`src/rvtm_pkg.sv`:
```
// Package for the reset and vector table map block
package rvtm_pkg;
	localparam int          RVTM_ADDR_W       = 24;
	localparam int          RVTM_VEC_W        = 7;
	localparam int          RVTM_NUM_TRAPS    = 8;
	localparam int          RVTM_NUM_IRQS     = 118;
	localparam int          RVTM_NUM_VECS     = 126;
	localparam logic [23:0] RVTM_RESET_ADDR   = 24'h000000;
	localparam logic [23:0] RVTM_PRI_BASE     = 24'h000004;
	localparam logic [23:0] RVTM_ALT_BASE     = 24'h000104;
	localparam logic [23:0] RVTM_ALT_START    = 24'h000100;
	localparam logic [23:0] RVTM_ALT_END      = 24'h0001fe;
	localparam logic [23:0] RVTM_CODE_START   = 24'h000200;
	localparam logic [6:0]  RVTM_IRQ_VEC_OFS  = 7'h08;
	localparam logic [23:0] RVTM_HANDLER_RST  = 24'h000000;
	// Trap vector numbers
	localparam logic [6:0]  RVTM_TRAP_OSC     = 7'h01;
	localparam logic [6:0]  RVTM_TRAP_ADDR    = 7'h02;
	localparam logic [6:0]  RVTM_TRAP_STACK   = 7'h03;
	localparam logic [6:0]  RVTM_TRAP_MATH    = 7'h04;
	// Source bit positions on the request bus
	localparam int SRC_EXT0 = 0, SRC_CAP1 = 1, SRC_CMP1 = 2, SRC_TMR1 = 3;
	localparam int SRC_CAP2 = 4, SRC_CMP2 = 5, SRC_TMR2 = 6, SRC_TMR3 = 7;
	localparam int SRC_SPIE = 8, SRC_SPID = 9, SRC_URX = 10, SRC_UTX = 11;
	localparam int SRC_ADC = 12, SRC_TWS = 13, SRC_TWM = 14, SRC_CMPA = 15;
	localparam int SRC_CHG = 16, SRC_EXT1 = 17, SRC_EXT2 = 18, SRC_CAP3 = 19;
	localparam int SRC_PWM = 20, SRC_CAL = 21, SRC_FLTA = 22, SRC_FLTB = 23;
	localparam int SRC_UERR = 24, SRC_CTM = 25;
	localparam int RVTM_NUM_SRC = 26;
	typedef enum logic [1:0] {
		RVTM_ST_RESET = 2'b00,
		RVTM_ST_BOOT  = 2'b01,
		RVTM_ST_RUN   = 2'b11
	} rvtm_state_t;
	localparam logic [RVTM_NUM_SRC*7-1:0] RVTM_SRC_VEC = {
		7'd85, 7'd73, 7'd72, 7'd71, 7'd70, 7'd65, 7'd45, 7'd37,
		7'd28, 7'd27, 7'd26, 7'd25, 7'd24, 7'd21, 7'd20, 7'd19,
		7'd18, 7'd17, 7'd16, 7'd15, 7'd14, 7'd13, 7'd11, 7'd10,
		7'd9, 7'd8};
endpackage : rvtm_pkg

```
`src/rvtm_addr_gen.sv`:
```
// Combinational vector address generator
module rvtm_addr_gen
	import rvtm_pkg::*;
(
	input  wire logic [6:0]  i_vec_num,
	input  wire logic        i_alt_table_select,
	output logic      [23:0] o_vec_addr
);
	import rvtm_pkg::*;
	wire logic [23:0] base;
	wire logic [23:0] ofs;
	assign base = i_alt_table_select ? RVTM_ALT_BASE : RVTM_PRI_BASE;
	assign ofs  = {16'h0000, i_vec_num, 1'b0};
	assign o_vec_addr = base + ofs;
endmodule : rvtm_addr_gen

```
`src/rvtm_vector_map.sv`:
```
// Reset and vector table map: resolves exception entry to program addresses
module rvtm_vector_map
	import rvtm_pkg::*;
(
	input  wire logic        i_sys_clk,
	input  wire logic        i_resetn,
	input  wire logic        i_alt_table_select,
	input  wire logic [3:0]  i_trap_req,
	input  wire logic [25:0] i_irq_req,
	input  wire logic        i_vec_ack,
	input  wire logic        i_entry_valid,
	input  wire logic [23:0] i_entry_data,
	output logic      [23:0] o_vec_addr,
	output logic             o_vec_req,
	output logic      [6:0]  o_vec_num,
	output logic      [23:0] o_pc,
	output logic             o_pc_load,
	output logic             o_in_alt_range,
	output logic             o_boot_fetch
);
	import rvtm_pkg::*;

	rvtm_state_t state;
	rvtm_state_t next_state;
	logic [23:0] pc;
	logic [6:0]  vec_num;
	logic        vec_req;
	logic        pc_load;
	logic        boot_fetch;
	logic [23:0] vec_addr;
	logic        in_alt;

	wire logic [6:0]   sel_vec;
	wire logic         any_req;
	wire logic [23:0]  comb_addr;
	wire logic [RVTM_NUM_VECS-1:0] vec_pend;

	// only wired sources reach vector slots
	genvar g;
	generate
		for (g = 0; g < RVTM_NUM_VECS; g++) begin : g_slot
			if (g == RVTM_TRAP_OSC || g == RVTM_TRAP_ADDR || g == RVTM_TRAP_STACK || g == RVTM_TRAP_MATH) begin : g_trap
				assign vec_pend[g] = i_trap_req[g-1];
			end else begin : g_irq
				logic hit;
				always_comb begin
					hit = 1'b0;
					for (int s = 0; s < RVTM_NUM_SRC; s++) begin
						if (RVTM_SRC_VEC[s*7 +: 7] == 7'(g))
							hit = i_irq_req[s];
					end
				end
				assign vec_pend[g] = hit;
			end
		end
	endgenerate

	genvar t;
	generate
		for (t = 0; t < $bits(i_trap_req); t++) begin : g_trap_chk

		end
	endgenerate

	genvar sc;
	generate
		for (sc = 0; sc < RVTM_NUM_SRC; sc++) begin : g_src_chk

		end
	endgenerate

	// Lowest pending vector number
	// Scans from the top so the last hit wins; one pass, no priority tree
	function automatic logic [6:0] lowest_set(input logic [RVTM_NUM_VECS-1:0] v);
		logic [6:0] r;
		r = 7'h00;
		for (int i = RVTM_NUM_VECS - 1; i >= 0; i--) begin
			if (v[i])
				r = 7'(i);
		end
		return r;
	endfunction : lowest_set

	assign sel_vec = lowest_set(vec_pend);
	assign any_req = |vec_pend;

	// Vectors that would have beaten the captured one
	wire logic [RVTM_NUM_VECS-1:0] below_mask;
	genvar m;
	generate
		for (m = 0; m < RVTM_NUM_VECS; m++) begin : g_below
			assign below_mask[m] = (7'(m) < vec_num);
		end
	endgenerate

	rvtm_addr_gen u_addr_gen (
		.i_vec_num          (sel_vec),
		.i_alt_table_select (i_alt_table_select),
		.o_vec_addr         (comb_addr)
	);

	// Two steps after reset keep the boot fetch clear of any capture
	always_comb begin
		next_state = state;
		case (state)
			RVTM_ST_RESET: next_state = RVTM_ST_BOOT;
			RVTM_ST_BOOT:  next_state = RVTM_ST_RUN;
			RVTM_ST_RUN:   next_state = RVTM_ST_RUN;
			default:       next_state = RVTM_ST_RESET;
		endcase
	end

	always_ff @(posedge i_sys_clk) begin
		if (!i_resetn) begin
			state      <= RVTM_ST_RESET;
			pc         <= RVTM_RESET_ADDR;
			vec_num    <= 7'h00;
			vec_req    <= 1'b0;
			pc_load    <= 1'b0;
			boot_fetch <= 1'b0;
			vec_addr   <= RVTM_RESET_ADDR;
			in_alt     <= 1'b0;
		end else begin
			state      <= next_state;
			boot_fetch <= (state == RVTM_ST_RESET);
			pc_load    <= i_entry_valid;
			if (i_entry_valid)
				pc <= i_entry_data;
			if (vec_req && i_vec_ack)
				vec_req <= 1'b0;
			else if (!vec_req && any_req && state == RVTM_ST_RUN) begin
				vec_req  <= 1'b1;
				vec_num  <= sel_vec;
				vec_addr <= comb_addr;
			end
			// alternate table range
			// Follows the live choice, so it pairs with the address only at capture
			in_alt <= (comb_addr >= RVTM_ALT_START) && (comb_addr <= RVTM_ALT_END);
		end
	end

	assign o_vec_addr     = vec_addr;
	assign o_vec_req      = vec_req;
	assign o_vec_num      = vec_num;
	assign o_pc           = pc;
	assign o_pc_load      = pc_load;
	assign o_in_alt_range = in_alt;
	assign o_boot_fetch   = boot_fetch;

	// request n at base plus 2n
	wire logic [6:0]  irq_idx;
	wire logic [23:0] irq_pri_base;
	wire logic [23:0] irq_alt_base;
	assign irq_idx      = vec_num - RVTM_IRQ_VEC_OFS;
	assign irq_pri_base = RVTM_PRI_BASE + {16'h0000, RVTM_IRQ_VEC_OFS, 1'b0};
	assign irq_alt_base = RVTM_ALT_BASE + {16'h0000, RVTM_IRQ_VEC_OFS, 1'b0};
endmodule : rvtm_vector_map

```
`config.mk`:
```
export PLATFORM = sky130hd
export DESIGN_NAME = rvtm_vector_map
export DESIGN_NICKNAME = d
export VERILOG_FILES = /design/src/rvtm_pkg.sv /design/src/rvtm_addr_gen.sv /design/src/rvtm_vector_map.sv
export SDC_FILE = /design/constraint.sdc
export NUM_CORES = 1
export LEC_CHECK = 0
export BUFFER_PORTS_ARGS = -buffer_cell sky130_fd_sc_hd__buf_2
export CORE_MARGIN = 5
export CORE_UTILIZATION = 40
export DETAILED_ROUTE_END_ITERATION = 7
export MAX_ROUTING_LAYER = met4
export PLACE_DENSITY = 0.78
export SKIP_CTS_REPAIR_TIMING = 1
export SKIP_LAST_GASP = 1
export SLEW_MARGIN = 20
export SYNTH_ARGS = -nofsm -noshare
export SYNTH_HDL_FRONTEND = slang
export SYNTH_SLANG_ARGS = --single-unit
```
`constraint.sdc`:
```
create_clock -name i_sys_clk -period 3.1 [get_ports i_sys_clk]
set_input_delay 0.155 -clock i_sys_clk [delete_from_list [all_inputs] [get_ports i_sys_clk]]
set_output_delay 0.155 -clock i_sys_clk [all_outputs]
set_load 0.05 [all_outputs]
```
* After elaboration in Yosys (flattened, before gate mapping) *
Index checks and enable logic that the tools add are counted.

storage, ports and cells
  bits in latches = 0
  input bits = 59
  RAM bits = 0
  flip-flop bits (word level) = 61
  output and inout port bits = 59
  memories kept = 0
  ROM bits = 0

operators by class
  add/subtract/negate cells = 1
  reductions and logical operators = 10
  multiply operators = 0
  divide/modulo/power cells = 0
  bitwise operators = 2
  shifts and indexed selects = 0
  equal/unequal tests = 2
  multiplexer cells = 32
  order comparisons = 2

operators by type and width
  kind                   number
  $mux W7                30
  $reduce_or A30 Y1      1
  $add A24 B8 Y24        1
  $ge A24 B9 Y1 const B  1
  $le A24 B9 Y1 const B  1
  $mux W9                1
  $logic_and A1 B1 Y1    4
  $pmux W2 S2            1
  $reduce_or A2 Y1       2
  $eq A2 B1 Y1 const B   1
  $eq A2 B2 Y1 const B   1
  $logic_not A2 Y1       1
  $not A1 Y1             2
  $reduce_and A2 Y1      1
  $logic_not A1 Y1       1

* Longest topological paths before layout *
  word-level depth = 33
  gate-level depth with buffers = 7
  mapped depth without buffers = 7

* Cells and area by module *
From an unflattened synthesis, not the netlist that was laid out.

unflattened totals
  cell total of the unflattened synthesis = 337
  area total of the unflattened synthesis = 2879.0 µm²

modules (own cells, without submodules)
  module           area each (µm²)  cells an instance  sequential area each (µm²)  instances
  rvtm_vector_map  2651.3           305                1221.2                      1
  rvtm_addr_gen    227.7            32                 0.0                         1

* Least setup slack after synthesis *
Ideal clock, no wire load.

  path kind = input to register
  start point = input port i_irq_req[1]
  end point = register vec_addr[3] (netlist: o_vec_addr[3])
  arrival time = 1518 ps
  stages = 7
  buffers on the path = 0
  path slack = 1465 ps
  path through = or4_1 a211oi_1 a31o_2 inv_1 ha_1 nand2_1 o211a_1

on the way
  cells in the longest elaborated chain, start to end = 7
  elaborated cells between the ends (all ways) = 11
  classes of those cells = add/sub: 1; mux: 6; reduce/logical: 4

ends and longest elaborated chain
  element                 line                    RTL
  start: declaration      rvtm_vector_map.sv:9    input wire logic [25:0] i_irq_req,
  $mux W7 (6 in series)   rvtm_vector_map.sv:78   if (v[i])
  net sel_vec[1]          rvtm_vector_map.sv:33   wire logic [6:0] sel_vec;
  $add A24 B8 Y24         rvtm_addr_gen.sv:14     assign o_vec_addr = base + ofs;
  end signal: assignment  rvtm_vector_map.sv:134  vec_addr <= comb_addr;
  end: declaration        rvtm_vector_map.sv:30   logic [23:0] vec_addr;

The timed path passes the listed nets, and every way through them passes these cells.
A chain may end at the register's enable or synchronous reset.

* Worst setup path in the final report *
  start point = input port i_irq_req[18]
  end point = register vec_addr[3] (netlist: o_vec_addr[3])

on the way
  cells in the longest elaborated chain, start to end = 24
  elaborated cells between the ends (all ways) = 28
  classes of those cells = add/sub: 1; mux: 23; reduce/logical: 4

ends and longest elaborated chain
  element                 line
  $mux W7 (23 in series)  rvtm_vector_map.sv:78
  net sel_vec[1]          rvtm_vector_map.sv:33
  $add A24 B8 Y24         rvtm_addr_gen.sv:14

The timed path passes the listed nets, and every way through them passes these cells.

==> metrics <==
combined flip-flop and latch cell area=901 µm²; clock sink total=between 40 and 50; cell area after synthesis=around 0.0023 mm²; via count of the first global-routing pass=just under 2k; Tcrit/Tclk final=0.513; first-pass iteration count of the detailed router=4; worst reg-to-reg setup slack=about 1600 ps; global-route wire length before repair=between 8 and 9 mm; footprint of the multi-input gates=around 0.0012 mm²; Unique masters post-synth=49; maximum clock frequency=~630 MHz; post-layout instance count excluding filler cells=about 420; Reg2Reg Depth=4; Remaining Overflow, GRT=0; P_int=between 800 and 900 µW; clock edge transition at the registers on the reported setup and hold paths=roughly 80 ps; setup clock skew after layout=roughly 1.4 ps; number of remaining DRC errors=0; Critical Path RT=approximately 3300 ps; primary flip-flop cell chosen by synthesis mapping=dfxtp_1; number of primary I/O pins=about 120; sum of routed wire length over all layers=5.31 mm; clock latency at the later pin of the worst-skew pair=about 280 ps; chip height=~86 µm; run status=finished clean; count of input and output buffers=between 100 and 150; area added between synthesis and finish=24.9%; first element of the critical path=i_irq_req[18]; placeable core region=0.00554 mm²; WS Path Type=in2reg; Antenna Diode Count=0; finished layout cell area=~0.0029 mm²; leading area contributor after synthesis=dfxtp_1; final net count=around 400; H-tree lvl count=2; Warnings, synthesis=0; number of setup violations in the final report=0; placement-stage cell area=0.00278 mm²; largest net degree at the start of global routing=46; placer's final routability congestion estimate=roughly 0.8; ranking of synthesized cells by area=dfxtp_1 39%, mux2i_1 12%, nor2b_1 8.7%, buf_4 5.2%, nor2_1 2.3%; fraction of synthesized cell area taken by the top area cell type=0.393; via density per instance=between 4 and 5; cell count after synthesis=245; number of buffers on the longest clock path=2; Worst Max-Slew Pin Slew=683 ps; Finished Core Util=0.516; fill cell total of the finished layout=about 540; placed wire-length estimate after detailed placement=between 4 and 5 mm; total die area=0.00734 mm²; cell total after placement=408; buffer cell driving the clock tree root=clkbuf_8; critical path peak fanout=4; total via count in the routed design=~2.0k; Gate power share=0.248; commonest cells in the netlist=45 x dfxtp_1, 32 x nor2b_1, 28 x mux2i_1; number of enable flip-flop cells after synthesis=0; Clk pwr share=0.265; initial antenna violation count=0; portion of the post-synthesis area used by sequential elements=0.393; proportion of total power due to net switching=0.329; Row Count=27; kind of end point of the critical path=flop; # Max-Cap Violations=0; asr flop ratio synth=0; Detailed Route Iter0 Violations=77; dominant cell by count in the synthesized netlist=dfxtp_1; endpoint of the worst-slack reg-to-reg timing path=o_vec_num[3]; fraction of final layout cells sized beyond drive strength 1=0.363; syn_area_per_cell=a little over 9 µm²; part of the power in registers=0.486; Crit path arrival time=between 1500 and 2000 ps; largest voltage drop on the vdd net=240 µV; Leak=~0.0014 µW; time the final worst path needs with I/O delays and setup=1590 ps; Post-DRT Antenna Nets=0; unrepaired setup endpoints after global routing=no; destination of the critical timing path=o_vec_addr[3]; global routing usage summed across all routing layers=0.147; final-report hold violation count=0; Horiz. Die Dim=around 86 µm; pre-CTS setup slack=1210 ps; class of the most critical hold timing path=in2reg; final-layout setup total negative slack=0 ps; total CTS buffers=5; Synth Register Bits=45; type of origin of the critical path=primary input; minimum setup slack in the final design=about 1500 ps; clock tree from TritonCTS=done; effective utilization at floorplan=0.414; power per standard cell area=445 mW/mm²; routed wire length per instance=roughly 13 µm; startpoint of the worst-slack reg-to-reg timing path=o_vec_req; max_slew headroom=0.545; final slew viol count=0; net switching component of the power=420 µW
per-stage QoR:
| stage | hold slack (ps) | power (µW) |
|---|---|---|
| global route | 74.2 | 1340 |
| detailed placement | 385 | 951 |
| global placement | 386 | 944 |
| finish | 90.7 | 1270 |
| CTS | 79.8 | 1290 |
| floorplan | 277 | 872 |
per-layer routing:
metal / vias up / wire (µm) / global-route usage
li1: 1023 / - / -
met1: 915 / 2230 / 0.177
met2: 72 / 2650 / 0.249
met3: 5 / 388 / 0.0327
met4: 0 / 39 / 0.0388
met5: - / 0 / -
sequential cells by signal, summed over array words and instances, names as in the netlist:
| signal | cells |
|---|---|
| o_pc | 24 |
| o_vec_addr | 8 |
| o_vec_num | 7 |
| state | 2 |
| o_boot_fetch | 1 |
| o_in_alt_range | 1 |
| o_pc_load | 1 |
| o_vec_req | 1 |
critical path, stage by stage:
cell      delay (ps)
buf_2            120
or3_4            420
o311ai_1         320
a31o_2           250
inv_1             60
ha_1             270
nand2_1           40
o211a_1          140
power by group through the flow:
| stage | combinational [µW] | sequential [µW] | clock (µW) |
|---|---|---|---|
| detailed placement | 317 | 634 | 0 |
| floorplan | 143 | 729 | 0 |
| CTS | 318 | 620 | 354 |
| global placement | 312 | 632 | 0 |
| global route | 339 | 624 | 377 |
| finish | 316 | 620 | 338 |
cell usage in the layout, fill, tap and decap left out, types with 3 or more instances in the layout:
master	instances
buf_2	102
nor3_1	7
nor4_2	4
o21a_1	3
o21ai_0	8
nor2_1	14
nand3_1	3
and2_1	4
inv_1	9
a31oi_1	4
a21oi_1	9
mux2i_1	28
nor4_1	3
a31o_2	3
nor2b_1	32
dfxtp_1	45
nand2_1	7
clkbuf_8	5
a21o_1	3
conb_1	15
how the worst min path moves through the flow:
stage	from	to	slack, ps	depth (start not counted)
finish	i_alt_table_select	o_in_alt_range	90	2
global route	i_alt_table_select	o_in_alt_range	70	2
CTS	i_alt_table_select	o_in_alt_range	80	2
detailed placement	i_alt_table_select	o_in_alt_range	390	2
global placement	i_alt_table_select	o_in_alt_range	390	2
floorplan	i_alt_table_select	o_in_alt_range	280	1
kinds of logic (layout without fill, tap and decap cells):
logic type                 Yosys count  after routing  share of synthesized area
and+or+nand+nor                     90             90                      0.245
buffers and inverters               34            119                     0.0868
adders and majority gates            2              2                     0.0109
DFF                                 45             45                      0.393
other                                1             15                    0.00164
AOI/OAI and AO/OA                   45             45                      0.140
muxes                               28             28                      0.122
layout make-up:
class,count,share of cell area
multi-input combinational,180,0.435
sequential,45,0.315
timing repair buffer,102,0.178
tap,72,0.0315
clock buffer,6,0.0254
inverter,9,0.0118
clock inverter,2,0.00350
Note: power is estimated with default switching activity, not from simulation.
